$ cat config.mk
export PLATFORM = sky130hd
export DESIGN_NAME = watchdog_timer_control
export DESIGN_NICKNAME = d
export VERILOG_FILES = /design/src/wdt_pkg.sv /design/src/watchdog_timer_control.sv /design/src/wdt_sync.sv /design/src/wdt_counter.sv
export VERILOG_INCLUDE_DIRS = /design/src
export SDC_FILE = /design/constraint.sdc
export NUM_CORES = 1
export LEC_CHECK = 0
export BUFFER_PORTS_ARGS = -buffer_cell sky130_fd_sc_hd__buf_2
export CAP_MARGIN = 10
export CELL_PAD_IN_SITES_DETAIL_PLACEMENT = 0
export CELL_PAD_IN_SITES_GLOBAL_PLACEMENT = 2
export CORE_MARGIN = 5
export CORE_UTILIZATION = 30
export CTS_BUF_LIST = sky130_fd_sc_hd__clkbuf_4 sky130_fd_sc_hd__clkbuf_8
export DETAILED_ROUTE_END_ITERATION = 8
export PLACE_DENSITY_LB_ADDON = 0.3
export REMOVE_ABC_BUFFERS = 1
export SLEW_MARGIN = 20
export SYNTH_ARGS = -nofsm -noshare
export SYNTH_HDL_FRONTEND = slang
export SYNTH_SLANG_ARGS = --single-unit
$ cat constraint.sdc
create_clock -name core_clk_i -period 4.3 [get_ports core_clk_i]
set_input_delay 0.86 -clock core_clk_i [delete_from_list [all_inputs] [get_ports core_clk_i]]
set_output_delay 0.86 -clock core_clk_i [all_outputs]
set_load 0.02 [all_outputs]
$ cat src/wdt_cfg.svh
// constants for the watchdog control block
// Summary of operation
// (RULE1) time-out in interrupt mode sets timeout_flag
// (RULE2) interrupt vector execution clears timeout_flag
// (RULE3) writing one clears flag, zero keeps
// (RULE4) irq when flag, enable, global enable
// (RULE5) enable bits decode stopped/irq/reset/both modes
// (RULE6) programmed fuse forces reset on every time-out
// (RULE7) vector in combined mode clears enable, flag
// (RULE8) second unserviced time-out in combined mode resets
// (RULE9) software re-arms irq enable outside service routine
// (RULE10) reset_enable clear, select change need unlock
// (RULE11) unlock bit self-clears four cycles later
// (RULE12) reset_cause_flag forces reset_enable to one
// (RULE13) select code gives 2048 doubling to 1048576
// (RULE14) register bit layout and zero reset values
// (RULE15) counter runs on separate slow oscillator
// (RULE16) open change writes unlock and reset_enable together
// (RULE17) new values written within four cycles, unlock clear
// (RULE18) restart instruction restarts counter
// (RULE19) interrupt-mode time-out restarts counter from zero
// (RULE20) reserved select codes act as longest period
`ifndef WDT_CFG_SVH
`define WDT_CFG_SVH
`define WDT_ADDR_CTRL 4'h0
`define WDT_ADDR_STAT 4'h4
`define WDT_BIT_FLAG 7
`define WDT_BIT_IRQEN 6
`define WDT_BIT_SEL3 5
`define WDT_BIT_UNLOCK 4
`define WDT_BIT_RSTEN 3
`define WDT_UNLOCK_CYCLES 3'h4
`define WDT_SEL_MAX 4'h9
`define WDT_BASE_LOG2 11
`endif

$ cat src/wdt_pkg.sv
// types used by the watchdog control block file
package wdt_pkg;
   typedef enum logic [1:0] {
      MODE_STOP = 2'b00,
      MODE_IRQ = 2'b01,
      MODE_RST = 2'b11,
      MODE_BOTH = 2'b10
   } wdt_mode_t;
endpackage : wdt_pkg

$ cat src/watchdog_timer_control.sv
// watchdog control/status register with wishbone access and time-out actions
//
// The Wishbone interface to the registers and the register addresses are this design's own decisions.
`timescale 1ns/1ns
`include "wdt_cfg.svh"
module watchdog_timer_control
   import wdt_pkg::*;
#(
   parameter int CW = 21
) (
   input wire logic core_clk_i,
   input wire logic nrst_i,
   input wire logic wb_cyc_i,
   input wire logic wb_stb_i,
   input wire logic wb_we_i,
   input wire logic [3:0] wb_adr_i,
   input wire logic [3:0] wb_sel_i,
   input wire logic [31:0] wb_dat_i,
   output logic [31:0] wb_dat_o,
   output logic wb_ack_o,
   input wire logic osc_clk_i,
   input wire logic always_on_fuse_i,
   input wire logic reset_cause_flag_i,
   input wire logic global_irq_enable_i,
   input wire logic vector_taken_i,
   input wire logic restart_i,
   output logic irq_o,
   output logic sys_reset_o
);
   logic osc_s;
   logic osc_prev_q;
   logic tick;
   logic fuse_s;
   logic cause_s;
   logic expire;
   logic flag_q;
   logic flag_d;
   logic irqen_q;
   logic irqen_d;
   logic rsten_q;
   logic rsten_d;
   logic unlock_q;
   logic unlock_d;
   logic [2:0] ulcnt_q;
   logic [2:0] ulcnt_d;
   logic [3:0] sel_q;
   logic [3:0] sel_d;
   logic rst_q;
   logic rst_d;
   logic ack_q;
   logic [31:0] dat_q;
   logic [31:0] dat_d;
   logic wr_ctrl;
   logic rd;
   logic [7:0] wv;
   logic [7:0] ctrl_val;
   logic [3:0] wsel;
   wdt_mode_t mode;

   // slow oscillator is sampled as a level; each rising edge is one count
   wdt_sync u_osc (
      .clk_i(core_clk_i),
      .nrst_i(nrst_i),
      .d_i(osc_clk_i),
      .q_o(osc_s)
   );
   wdt_sync u_fuse (
      .clk_i(core_clk_i),
      .nrst_i(nrst_i),
      .d_i(always_on_fuse_i),
      .q_o(fuse_s)
   );
   wdt_sync u_cause (
      .clk_i(core_clk_i),
      .nrst_i(nrst_i),
      .d_i(reset_cause_flag_i),
      .q_o(cause_s)
   );
   assign tick = osc_s & ~osc_prev_q; // [RULE15]

   always_comb
   begin
      if (!fuse_s)
         mode = MODE_RST; // [RULE6]
      else
      begin
         case ({rsten_q, irqen_q}) // [RULE5]
            2'b00: mode = MODE_STOP;
            2'b01: mode = MODE_IRQ;
            2'b10: mode = MODE_RST;
            2'b11: mode = MODE_BOTH;
            default: mode = MODE_STOP;
         endcase
      end
   end

   wdt_counter #(
      .CW(CW)
   ) u_cnt (
      .core_clk_i(core_clk_i),
      .nrst_i(nrst_i),
      .run_i(mode != MODE_STOP),
      .tick_i(tick),
      .restart_i(restart_i), // [RULE18]
      .sel_i(sel_q),
      .expire_o(expire)
   );

   assign ctrl_val = {flag_q, irqen_q, sel_q[3], unlock_q, rsten_q, sel_q[2:0]}; // [RULE14]
   assign wr_ctrl = wb_cyc_i & wb_stb_i & wb_we_i & ~ack_q
                    & (wb_adr_i == `WDT_ADDR_CTRL) & wb_sel_i[0];
   assign rd = wb_cyc_i & wb_stb_i & ~wb_we_i & ~ack_q;
   assign wv = wb_dat_i[7:0];
   assign wsel = {wv[`WDT_BIT_SEL3], wv[2:0]};

   always_comb
   begin
      flag_d = flag_q;
      irqen_d = irqen_q;
      rsten_d = rsten_q;
      unlock_d = unlock_q;
      ulcnt_d = ulcnt_q;
      sel_d = sel_q;
      rst_d = 1'b0;
      // software writes
      if (wr_ctrl)
      begin
         if (wv[`WDT_BIT_FLAG])
            flag_d = 1'b0; // [RULE3]
         irqen_d = wv[`WDT_BIT_IRQEN];
         if (wv[`WDT_BIT_RSTEN])
            rsten_d = 1'b1;
         else if (unlock_q)
            rsten_d = 1'b0; // [RULE10]
         if (unlock_q)
            sel_d = wsel; // [RULE10]
         if (wv[`WDT_BIT_UNLOCK] && wv[`WDT_BIT_RSTEN])
         begin
            unlock_d = 1'b1;
            ulcnt_d = '0;
         end
         else if (!wv[`WDT_BIT_UNLOCK])
            unlock_d = 1'b0;
      end
      // unlock window closes by itself
      if (unlock_q && !(wr_ctrl && wv[`WDT_BIT_UNLOCK]))
      begin
         ulcnt_d = ulcnt_q + 3'h1;
         if (ulcnt_q + 3'h1 >= `WDT_UNLOCK_CYCLES)
            unlock_d = 1'b0; // [RULE11]
      end
      // vector execution clears the flag; in combined mode also the enable
      if (vector_taken_i && flag_q)
      begin
         flag_d = 1'b0; // [RULE2]
         if (mode == MODE_BOTH)
            irqen_d = 1'b0; // [RULE7]
      end
      // time-out actions: hardware set wins over clears
      if (expire)
      begin
         case (mode)
            MODE_IRQ: flag_d = 1'b1; // [RULE1] [RULE19]
            MODE_BOTH:
            begin
               if (flag_q)
                  rst_d = 1'b1; // [RULE8]
               else
                  flag_d = 1'b1; // [RULE7]
            end
            MODE_RST: rst_d = 1'b1; // [RULE6]
            default: rst_d = 1'b0;
         endcase
      end
      if (cause_s)
         rsten_d = 1'b1; // [RULE12]
      if (!fuse_s)
         irqen_d = 1'b0; // [RULE6]
   end

   always_comb
   begin
      dat_d = 32'h0000_0000;
      if (rd && wb_adr_i == `WDT_ADDR_CTRL)
         dat_d = {24'h00_0000, ctrl_val};
      else if (rd && wb_adr_i == `WDT_ADDR_STAT)
         dat_d = {29'h0000_0000, fuse_s, cause_s, mode == MODE_STOP};
   end

   always_ff @(posedge core_clk_i or negedge nrst_i)
   begin
      if (!nrst_i)
      begin
         flag_q <= 1'b0;
         irqen_q <= 1'b0;
         rsten_q <= 1'b0;
         unlock_q <= 1'b0;
         ulcnt_q <= 3'h0;
         sel_q <= 4'h0;
         rst_q <= 1'b0;
         ack_q <= 1'b0;
         dat_q <= 32'h0000_0000;
         osc_prev_q <= 1'b0;
      end
      else
      begin
         flag_q <= flag_d;
         irqen_q <= irqen_d;
         rsten_q <= rsten_d;
         unlock_q <= unlock_d;
         ulcnt_q <= ulcnt_d;
         sel_q <= sel_d;
         rst_q <= rst_d;
         ack_q <= wb_cyc_i & wb_stb_i & ~ack_q;
         dat_q <= dat_d;
         osc_prev_q <= osc_s;
      end
   end

   assign wb_ack_o = ack_q;
   assign wb_dat_o = dat_q;
   assign irq_o = flag_q & irqen_q & global_irq_enable_i; // [RULE4]
   assign sys_reset_o = rst_q;
endmodule : watchdog_timer_control

$ cat src/wdt_sync.sv
// two flop synchroniser
`timescale 1ns/1ns
module wdt_sync (
   input wire logic clk_i,
   input wire logic nrst_i,
   input wire logic d_i,
   output logic q_o
);
   logic s1_q;
   logic s2_q;
   always_ff @(posedge clk_i or negedge nrst_i)
   begin
      if (!nrst_i)
      begin
         s1_q <= 1'b0;
         s2_q <= 1'b0;
      end
      else
      begin
         s1_q <= d_i;
         s2_q <= s1_q;
      end
   end
   assign q_o = s2_q;
endmodule : wdt_sync

$ cat src/wdt_counter.sv
// oscillator-cycle counter with selectable time-out
`timescale 1ns/1ns
`include "wdt_cfg.svh"
module wdt_counter #(
   parameter int CW = 21
) (
   input wire logic core_clk_i,
   input wire logic nrst_i,
   input wire logic run_i,
   input wire logic tick_i,
   input wire logic restart_i,
   input wire logic [3:0] sel_i,
   output logic expire_o
);
   logic [CW-1:0] cnt_q;
   logic [CW-1:0] cnt_d;
   logic [CW-1:0] limit;
   logic [3:0] sel_eff;
   logic exp_q;
   logic exp_d;
   always_comb
   begin
      sel_eff = (sel_i > `WDT_SEL_MAX) ? `WDT_SEL_MAX : sel_i; // [RULE20]
      limit = CW'(({{(CW-1){1'b0}}, 1'b1} << (`WDT_BASE_LOG2 + sel_eff)) - 1); // [RULE13]
      cnt_d = cnt_q;
      exp_d = 1'b0;
      if (!run_i || restart_i)
         cnt_d = '0; // [RULE18]
      else if (tick_i)
      begin
         if (cnt_q >= limit)
         begin
            cnt_d = '0; // [RULE19]
            exp_d = 1'b1;
         end
         else
            cnt_d = cnt_q + CW'(1);
      end
   end
   always_ff @(posedge core_clk_i or negedge nrst_i)
   begin
      if (!nrst_i)
      begin
         cnt_q <= '0;
         exp_q <= 1'b0;
      end
      else
      begin
         cnt_q <= cnt_d;
         exp_q <= exp_d;
      end
   end
   assign expire_o = exp_q;
endmodule : wdt_counter

==> flow_metrics.py, run 1 <==
metrics = {
    "setup_path": {
        "cp_slowest_stage_delay_ns": 0.39,
        "slowest_stage": "dfrtp_1",
        "critPathTopFamily": "compound AO/OA/AOI/OAI gates",
        "cp-start-kind": "flop",
        "critPathBufInv": 1,
        "cp_max_fo": 9,
        "path_cells": "or2_2 -> a21oi_2 -> ha_1 -> xor2_1 -> a32o_1 -> nand2_1 -> nand2_1 -> mux2_2 -> o22a_1 -> ha_1 -> nand4_1 -> nor2_1 -> a221o_1 -> a31oi_4 -> nand2_1 -> buf_4 -> o311ai_1",
        "end_kind": "flop",
        "crit_top_cell": "nand2_1",
        "r2r-end": "u_cnt.cnt_q[19]$_DFFE_PN0P_",
        "reg2reg_depth": 17,
        "r2r_slack_ns": 0.29,
        "critical_path_class": "reg2reg",
        "critical_path_required_ns": 4.52,
        "rr_startpoint": "sel_q[0]$_DFFE_PN0P_",
        "cp.arrival_ns": 4.23,
    },
    "logic_synthesis": {
        "ys_async_sr_fraction_pct": 100,
        "ys_top_cells_by_area": "dfrtp_1, ha_1, buf_4",
        "synth_top_cell_by_area": "dfrtp_1",
        "synthTopCellsByCount": "dfrtp_1, nand2_1, ha_1, nand3_1, buf_4",
        "synth-seq-cells": 50,
        "synth-main-ff-cell": "dfrtp_1",
        "syn_inst": 387,
        "synth_edf_count": 0,
        "mappedNetlistArea_mm2": 0.00350,
        "syn_avg_cell_area_um2": 9.04,
        "synthDistinctLibCells": 58,
        "synthDominantCellAreaShare_pct": 35.8,
        "seq_area_frac_synth_pct": 35.8,
        "yosysWarnings": 0,
        "yosysMostFrequentCell": "dfrtp_1",
    },
    "drt": {
        "ant_nets": 0,
        "routed_wl_um": 8500,
        "first_pass_iters": 4,
        "dr.first_iter.drc_count": 159,
        "wire_per_inst_um": 14.8,
        "viasPerCell": 5.05,
        "num_vias": 2906,
        "drc_errors": 0,
    },
    "hold_path": {
        "hp-start": "u_osc.s1_q$_DFF_PN0_",
        "holdPathEnd": "u_osc.q_o$_DFF_PN0_",
        "min_path_cells": 0,
        "hold_class": "reg2reg",
    },
    "global_routing": {
        "grt_pass1_wl_um": 14300,
        "grt_remaining_overflow": 0,
        "grt_pass1_vias": 2812,
        "groute.usage.overall_pct": 12.4,
        "grt_max_degree": 51,
        "antenna_found_initial": 0,
    },
    "cells_and_area": {
        "final_cells": 575,
        "syn2layout_area_growth_pct": 12.8,
        "nNetsFinal": 515,
        "drive_gt1_share_pct": 18.5,
        "n_antenna_cell": 0,
    },
    "floorplanning": {
        "initial_utilization_pct": 30.6,
        "die_y_um": 118,
        "rows": 39,
        "die_width_um": 118,
        "pin_count": 86,
        "coreArea_mm2": 0.0114,
        "dieArea_mm2": 0.0139,
    },
    "timing": {
        "final.setup.tns_ns": 0,
        "worst_slew_pin_slew_ns": 0.833,
        "relSlewSlack_pct": 43.7,
        "finalHoldViolCount": 0,
        "skew_ns": 0.00895,
        "post-route-min-period_ns": 4.01,
        "maxSlewViolCount": 0,
        "fin_crit_sh_pct": 93.3,
        "grt_setup_unrepaired": "no",
        "max_freq_ghz": 0.249,
        "setup_viol": 0,
    },
    "placed_design": {
        "dp_cells": 565,
        "port_buffers": 34,
        "dpl.hpwl_um": 6320,
        "finalWeightedCongestion": 0.780,
    },
    "run_status": {
        "status": "finished clean",
    },
    "power": {
        "peakVddDrop_v": 0.000141,
        "power.density_mw_per_mm2": 222,
        "leakagePower_nw": 1.89,
    },
    "clock_tree": {
        "cts_root_buffer": "clkbuf_8",
        "clock_sink_count": 50,
        "insertion_delay_ns": 0.32,
        "cts_buffer_depth": 2,
        "path_clk_slew_ns": 0.09,
        "cts_max_level": 2,
        "cts_tree": "built",
        "numCtsBuffers": 5,
    },
    "flow_run": {
        "maxCapViolations": 0,
    },
}
[state kept, by name (all words and copies together), names as in the netlist, 3 cells and up]
register and count:
wb_dat_o 8, ulcnt_q 3, sel_q 4, u_cnt.cnt_q 21
[cell usage in the layout (no fill, tap or decap), types with 6 or more instances in the layout]
master,netlist,routed
dfrtp_1,50,50
nand2_1,38,38
buf_2,4,34
ha_1,33,33
conb_1,2,30
nand3_1,26,26
nor2_1,21,21
inv_1,18,18
a21oi_1,19,18
o21ai_0,17,17
buf_4,24,17
nand4_1,14,14
mux2i_1,10,10
nor3_1,10,9
a31oi_1,6,6
clkbuf_8,0,6
[power by group]
part	leakage, nW	total, mW	switching (mW)	internal (mW)
Clock	0.0517	0.305	0.169	0.137
Combinational	1.17	0.0898	0.0611	0.0287
Sequential	0.666	0.482	0.00521	0.476
[timing repair]
item,in CTS,in global routing
hold buffers,0,0
buffers inserted,0,2
setup endpoints to repair,0,20
gates resized for setup,0,5
[kinds of logic after synthesis]
family	after synthesis	synth area share [%]
AO/OA/AOI/OAI	78	15.4
XOR/XNOR	8	2.00
adder cells (fa/ha/maj)	33	11.8
buffers and inverters	61	9.30
flip-flops	50	35.8
multiplexers	15	4.47
other	2	0.215
AND/OR/NAND/NOR	140	21.1
[worst register-to-register path, stage by stage, from the launching register on]
cell and delay, ns:
dfrtp_1 0.39, or2_2 0.36, a21oi_2 0.16, ha_1 0.28, xor2_1 0.17, a32o_1 0.19, nand2_1 0.07, nand2_1 0.09
mux2_2 0.33, o22a_1 0.18, ha_1 0.30, nand4_1 0.17, nor2_1 0.06, a221o_1 0.35, a31oi_4 0.27, nand2_1 0.08
buf_4 0.19, o311ai_1 0.28
[metrics by stage]
stage          hold WS, ns  power, mW  area (um2)  util [%]  setup slack [ns]
2_1_floorplan        0.331      0.543        3350         -            0.0865
4_1_cts              0.358      0.889        3910      34.3            0.0487
6_report             0.355      0.877        3950      34.6             0.287
5_1_grt              0.374      0.919        3950      34.6           0.00943
3_3_place_gp         0.334      0.579        3820      33.4             0.117
3_5_place_dp         0.336      0.580        3820      33.4            0.0861
[metal layers]
| metal | GRT usage [%] | wire, um |
|---|---|---|
| met4 | 3.15 | 119 |
| met5 | 0 | 0 |
| met2 | 19.9 | 3890 |
| met1 | 16.3 | 4050 |
| met3 | 3.51 | 434 |
[worst max-delay path by stage]
stage                         startpoint                           to  slack [ns]  cells past startpoint
CTS                 sel_q[0]$_DFFE_PN0P_  u_cnt.cnt_q[15]$_DFFE_PN0P_        0.05                     17
finish              sel_q[0]$_DFFE_PN0P_  u_cnt.cnt_q[19]$_DFFE_PN0P_        0.29                     17
detailed placement  sel_q[0]$_DFFE_PN0P_  u_cnt.cnt_q[15]$_DFFE_PN0P_        0.09                     17
floorplan           sel_q[0]$_DFFE_PN0P_  u_cnt.cnt_q[15]$_DFFE_PN0P_        0.09                     16
global placement    sel_q[0]$_DFFE_PN0P_   u_cnt.cnt_q[7]$_DFFE_PN0P_        0.12                     17
global route        sel_q[0]$_DFFE_PN0P_  u_cnt.cnt_q[17]$_DFFE_PN0P_       0.009                     17
[final cells by class]
cell class                 instances  area [um2]
tap                              143         179
sequential                        50        1250
fill                            1210        7470
clock buffer                       7        90.1
multi-input combinational        304        2050
timing repair buffer              51         298
inverter                          19        71.3
clock inverter                     1        5.00
No activity file was read; power rests on OpenSTA's default activity.
==> run 2, diff against run 1 <==
--- a/config.mk
+++ b/config.mk
@@ -11,7 +11,7 @@
 export CELL_PAD_IN_SITES_DETAIL_PLACEMENT = 0
 export CELL_PAD_IN_SITES_GLOBAL_PLACEMENT = 2
 export CORE_MARGIN = 5
-export CORE_UTILIZATION = 30
+export CORE_UTILIZATION = 33
 export CTS_BUF_LIST = sky130_fd_sc_hd__clkbuf_4 sky130_fd_sc_hd__clkbuf_8
 export DETAILED_ROUTE_END_ITERATION = 8
 export PLACE_DENSITY_LB_ADDON = 0.3
==> constraint.sdc (replaced) <==
create_clock -name core_clk_i -period 3.9 [get_ports core_clk_i]
set_input_delay 0.78 -clock core_clk_i [delete_from_list [all_inputs] [get_ports core_clk_i]]
set_output_delay 0.78 -clock core_clk_i [all_outputs]
set_load 0.02 [all_outputs]
==> flow_metrics.py, run 2 (same netlist as run 1, synthesis figures left out) <==
metrics = {
    "setup_path": {
        "cp-start-kind": "flop",
        "cp_max_fo": 7,
        "end_kind": "flop",
        "crit_top_cell": "buf_4",
        "cp.arrival_ns": 3.99,
        "critical_path_class": "reg2reg",
        "slowest_stage": "dfrtp_1",
        "critPathTopFamily": "compound AO/OA/AOI/OAI gates",
        "cp_slowest_stage_delay_ns": 0.40,
        "critPathBufInv": 3,
        "path_cells": "or2_4 -> a21oi_4 -> ha_4 -> xor2_1 -> a32o_2 -> nand2_2 -> nand2_2 -> mux2_2 -> o22a_1 -> ha_1 -> nand4_1 -> buf_4 -> nor4_4 -> buf_4 -> a31oi_4 -> buf_4 -> a31o_2 -> a22o_1",
        "critical_path_required_ns": 4.11,
    },
    "timing": {
        "post-route-min-period_ns": 3.78,
        "setup_viol": 0,
        "skew_ns": 0.0141,
        "fin_crit_sh_pct": 96.9,
        "maxSlewViolCount": 0,
        "finalHoldViolCount": 0,
        "max_freq_ghz": 0.264,
        "worst_slew_pin_slew_ns": 0.794,
        "final.setup.tns_ns": 0,
        "grt_setup_unrepaired": "yes",
        "relSlewSlack_pct": 47.1,
    },
    "floorplanning": {
        "dieArea_mm2": 0.0128,
        "pin_count": 86,
        "coreArea_mm2": 0.0103,
        "die_width_um": 113,
        "die_y_um": 113,
        "rows": 37,
        "initial_utilization_pct": 33.9,
    },
    "hold_path": {
        "hold_class": "reg2reg",
    },
    "global_routing": {
        "grt_pass1_vias": 2779,
        "grt_remaining_overflow": 0,
        "grt_pass1_wl_um": 14100,
        "antenna_found_initial": 0,
        "grt_max_degree": 35,
        "groute.usage.overall_pct": 13.5,
    },
    "placed_design": {
        "dp_cells": 567,
        "finalWeightedCongestion": 0.824,
        "port_buffers": 34,
        "dpl.hpwl_um": 6470,
    },
    "clock_tree": {
        "cts_tree": "built",
        "clock_sink_count": 50,
        "insertion_delay_ns": 0.32,
        "cts_max_level": 2,
        "cts_root_buffer": "clkbuf_8",
        "numCtsBuffers": 5,
        "path_clk_slew_ns": 0.11,
        "ctsHoldBuffers": 0,
        "cts_buffer_depth": 2,
    },
    "drt": {
        "viasPerCell": 5.03,
        "first_pass_iters": 4,
        "highest_layer": "met4",
        "dr.first_iter.drc_count": 79,
        "route.met3.wl_um": 226,
        "wl_met2_um": 4260,
        "num_vias": 2937,
        "drc_errors": 0,
        "routed_wl_um": 8840,
        "met1_length_um": 4300,
        "wire_per_inst_um": 15.1,
        "ant_nets": 0,
    },
    "cells_and_area": {
        "top_register": "u_cnt.cnt_q",
        "final_cell_mix": "dfrtp_1, nand2_1, buf_2, ha_1, conb_1",
        "drive_gt1_share_pct": 24.1,
        "final_common_cell": "dfrtp_1",
        "multiInputGateArea_mm2": 0.00215,
        "largest_register_ffs": 21,
        "fill_cells": 1056,
        "seqCellArea_mm2": 0.00125,
        "final_cells": 584,
        "n_antenna_cell": 0,
        "syn2layout_area_growth_pct": 18.9,
        "nNetsFinal": 531,
    },
    "flow_run": {
        "maxCapViolations": 0,
    },
    "run_status": {
        "status": "finished clean",
    },
    "power": {
        "power.density_mw_per_mm2": 236,
        "peakVddDrop_v": 0.000162,
        "leakagePower_nw": 1.97,
    },
}
run 2: final timing paths:
check	depth (start not counted)	endpoint	from	slack [ns]
setup / recovery	18	u_cnt.cnt_q[16]$_DFFE_PN0P_	sel_q[0]$_DFFE_PN0P_	0.12
hold / removal	0	u_cause.q_o$_DFF_PN0_	u_cause.s1_q$_DFF_PN0_	0.36
setup reg to reg	18	u_cnt.cnt_q[16]$_DFFE_PN0P_	sel_q[0]$_DFFE_PN0P_	0.12
hold reg to reg	0	u_cause.q_o$_DFF_PN0_	u_cause.s1_q$_DFF_PN0_	0.36
max in group asynchronous	2	ulcnt_q[1]$_DFFE_PN0P_	nrst_i	2.64
min in group asynchronous	1	u_cnt.cnt_q[11]$_DFFE_PN0P_	nrst_i	0.54
run 2: per-layer routing:
metal	GRT usage [%]	vias to the layer above
met2	22.2	35
met4	2.56	0
met5	0	-
met3	2.09	4
met1	18.9	1435
li1	-	1463
run 2: power by group:
group	leakage, nW	internal (mW)	total (mW)	switching [mW]
clock network	0.0502	0.134	0.350	0.216
registers	0.666	0.525	0.531	0.00555
logic	1.26	0.0341	0.102	0.0682
run 2: metrics by stage:
step	area, um2	setup slack (ns)	power [mW]	hold WS (ns)	utilization [%]
floorplan	3350	-0.314	0.598	0.331	-
global placement	3880	-0.215	0.637	0.333	37.5
detailed placement	3880	-0.244	0.639	0.338	37.5
CTS	4040	0.0309	0.994	0.367	39.1
global route	4160	-0.0716	1.03	0.377	40.3
finish	4160	0.119	0.983	0.362	40.3
run 2: worst reg2reg max path, delay by kind of cell, from the launching register on:
family	cells	cell delay [ns]
fa+ha+maj	2	0.53
mux	1	0.26
simple gates	5	0.73
buf+inv	3	0.56
flops	1	0.40
xor+xnor	1	0.14
compound gates	6	1.09
run 2: timing repair:
| action | CTS | global route |
|---|---|---|
| cloned | 0 | 1 |
| setup endpoints to repair | 21 | 22 |
| buffers inserted | 2 | 6 |
| resized for setup | 9 | 18 |
| pin swaps | 4 | 4 |
run 2: area by class of cell:
cell class	instances	share of cell area, %
clock buffers	5	1.65
flip-flops and latches	50	30.1
well taps	136	4.09
inverters	19	1.71
multi-input cells	305	51.7
clock inverters	3	0.691
repair buffers	66	10.1
==> run 3, diff against run 2 <==
--- a/config.mk
+++ b/config.mk
@@ -7,11 +7,11 @@
 export NUM_CORES = 1
 export LEC_CHECK = 0
 export BUFFER_PORTS_ARGS = -buffer_cell sky130_fd_sc_hd__buf_2
-export CAP_MARGIN = 10
+export CAP_MARGIN = 20
 export CELL_PAD_IN_SITES_DETAIL_PLACEMENT = 0
 export CELL_PAD_IN_SITES_GLOBAL_PLACEMENT = 2
 export CORE_MARGIN = 5
-export CORE_UTILIZATION = 33
+export CORE_UTILIZATION = 30
 export CTS_BUF_LIST = sky130_fd_sc_hd__clkbuf_4 sky130_fd_sc_hd__clkbuf_8
 export DETAILED_ROUTE_END_ITERATION = 8
 export PLACE_DENSITY_LB_ADDON = 0.3
==> constraint.sdc (replaced) <==
create_clock -name core_clk_i -period 3.25 [get_ports core_clk_i]
set_input_delay 0.65 -clock core_clk_i [delete_from_list [all_inputs] [get_ports core_clk_i]]
set_output_delay 0.65 -clock core_clk_i [all_outputs]
set_load 0.02 [all_outputs]
==> flow_metrics.py, run 3 (same netlist as run 1, synthesis figures left out) <==
metrics = {
    "run_status": {
        "status": "complete, but fails checks",
        "violations": "negative setup slack",
    },
    "timing": {
        "setup_viol": 22,
        "relSlewSlack_pct": 54.1,
        "final.setup.worst_slack_ns": -0.503,
        "finalHoldViolCount": 0,
        "final.setup.tns_ns": -9.72,
        "max_freq_ghz": 0.266,
        "worst_slew_pin_slew_ns": 0.688,
        "post-route-min-period_ns": 3.75,
        "skew_ns": 0.0106,
        "fin_crit_sh_pct": 115,
        "grt_setup_unrepaired": "yes",
        "maxSlewViolCount": 0,
    },
    "clock_tree": {
        "cts_max_level": 2,
        "cts_root_buffer": "clkbuf_8",
        "clock_sink_count": 50,
        "path_clk_slew_ns": 0.09,
        "cts_buffer_depth": 2,
        "numCtsBuffers": 5,
        "insertion_delay_ns": 0.31,
        "cts_tree": "built",
    },
    "setup_path": {
        "cp_max_fo": 6,
        "critical_path_class": "reg2reg",
        "end_kind": "flop",
        "critical_path_required_ns": 3.45,
        "cp-start-kind": "flop",
        "reg2reg_depth": 18,
        "cp.arrival_ns": 3.95,
    },
    "floorplanning": {
        "die_width_um": 118,
        "coreArea_mm2": 0.0114,
        "initial_utilization_pct": 30.6,
        "dieArea_mm2": 0.0139,
        "rows": 39,
        "die_y_um": 118,
        "pin_count": 86,
    },
    "cells_and_area": {
        "syn2layout_area_growth_pct": 24.0,
        "nNetsFinal": 547,
        "largest_register_ffs": 21,
        "seqCellArea_mm2": 0.00125,
        "top_register": "u_cnt.cnt_q",
        "drive_gt1_share_pct": 27.2,
        "finish.utilization_pct": 38.0,
        "n_antenna_cell": 0,
        "final_common_cell": "dfrtp_1",
        "fill_cells": 1178,
        "final_cells": 607,
        "fin_area_mm2": 0.00434,
        "final_cell_mix": "dfrtp_1, buf_4, nand2_1, buf_2, ha_1",
        "multiInputGateArea_mm2": 0.00217,
    },
    "drt": {
        "wire_per_inst_um": 14.7,
        "routed_wl_um": 8910,
        "num_vias": 3033,
        "first_pass_iters": 4,
        "viasPerCell": 5.00,
        "drc_errors": 0,
        "ant_nets": 0,
        "dr.first_iter.drc_count": 122,
    },
    "global_routing": {
        "grt_pass1_vias": 3009,
        "grt_pass1_wl_um": 15200,
        "grt_max_degree": 32,
        "grt_remaining_overflow": 0,
        "antenna_found_initial": 0,
        "groute.usage.overall_pct": 13.0,
    },
    "placed_design": {
        "dp_cells": 589,
        "place_area_mm2": 0.00401,
        "finalWeightedCongestion": 0.767,
        "port_buffers": 34,
        "dpl.hpwl_um": 6740,
        "pre_cts_ws_ns": -0.709,
    },
    "power": {
        "leakagePower_nw": 2.07,
        "peakVddDrop_v": 0.000190,
        "power.density_mw_per_mm2": 266,
    },
    "hold_path": {
        "hold_class": "reg2reg",
        "min_path_cells": 0,
    },
    "flow_run": {
        "maxCapViolations": 0,
    },
}
==> run 3: per-stage QoR <==
step | power, mW | hold WS (ns)
2_1_floorplan | 0.718 | 0.331
3_3_place_gp | 0.768 | 0.333
4_1_cts | 1.17 | 0.363
5_1_grt | 1.22 | 0.366
6_report | 1.16 | 0.359
3_5_place_dp | 0.769 | 0.336
==> run 3: final cells by class <==
cell class,instances,area share [%]
timing repair buffer,83,13.2
clock inverter,1,0.115
clock buffer,7,2.08
tap,143,4.12
multi-input combinational,304,50.0
inverter,19,1.64
sequential,50,28.8
==> run 3: final timing paths <==
kind | slack, ns | end | start
max | -0.50 | u_cnt.cnt_q[16]$_DFFE_PN0P_ | sel_q[1]$_DFFE_PN0P_
min | 0.36 | u_osc.q_o$_DFF_PN0_ | u_osc.s1_q$_DFF_PN0_
max reg2reg | -0.50 | u_cnt.cnt_q[16]$_DFFE_PN0P_ | sel_q[1]$_DFFE_PN0P_
min reg2reg | 0.36 | u_osc.q_o$_DFF_PN0_ | u_osc.s1_q$_DFF_PN0_
max in group asynchronous | 2.13 | u_cnt.cnt_q[13]$_DFFE_PN0P_ | nrst_i
min in group asynchronous | 0.38 | wb_ack_o$_DFF_PN0_ | nrst_i
==> run 3: worst max-delay path, cell delays in order (launching register included) <==
cell	delay [ns]
dfrtp_1	0.39
or2_4	0.27
a21oi_4	0.15
ha_4	0.23
xor2_2	0.14
a32o_1	0.22
nand2_2	0.08
nand2_2	0.06
mux2_4	0.29
o22a_1	0.19
ha_4	0.27
nand4_1	0.10
buf_4	0.17
nor4_4	0.24
buf_4	0.17
a31oi_4	0.11
buf_6	0.18
a31o_4	0.20
a22o_1	0.17
==> run 3: layer usage <==
layer	global-route usage, %	vias up	part of all wire, %
li1	-	1495	-
met2	20.5	72	46
met4	3.73	0	2.0
met3	3.56	16	5.1
met5	0	-	0
met1	17.5	1450	47
==> run 3: timing repair <==
| action | 4_1_cts | 5_1_grt |
|---|---|---|
| gates cloned | 0 | 0 |
| endpoints found under the setup margin | 22 | 22 |
| hold buffers | 0 | 0 |
| setup buffers | 8 | 2 |
| pin swaps | 17 | 7 |
| gates resized for setup | 22 | 11 |
==> run 3: power by group <==
group	internal (mW)	switching, mW	total [mW]
clock network	0.181	0.211	0.392
registers	0.630	0.00643	0.637
logic	0.0439	0.0829	0.127
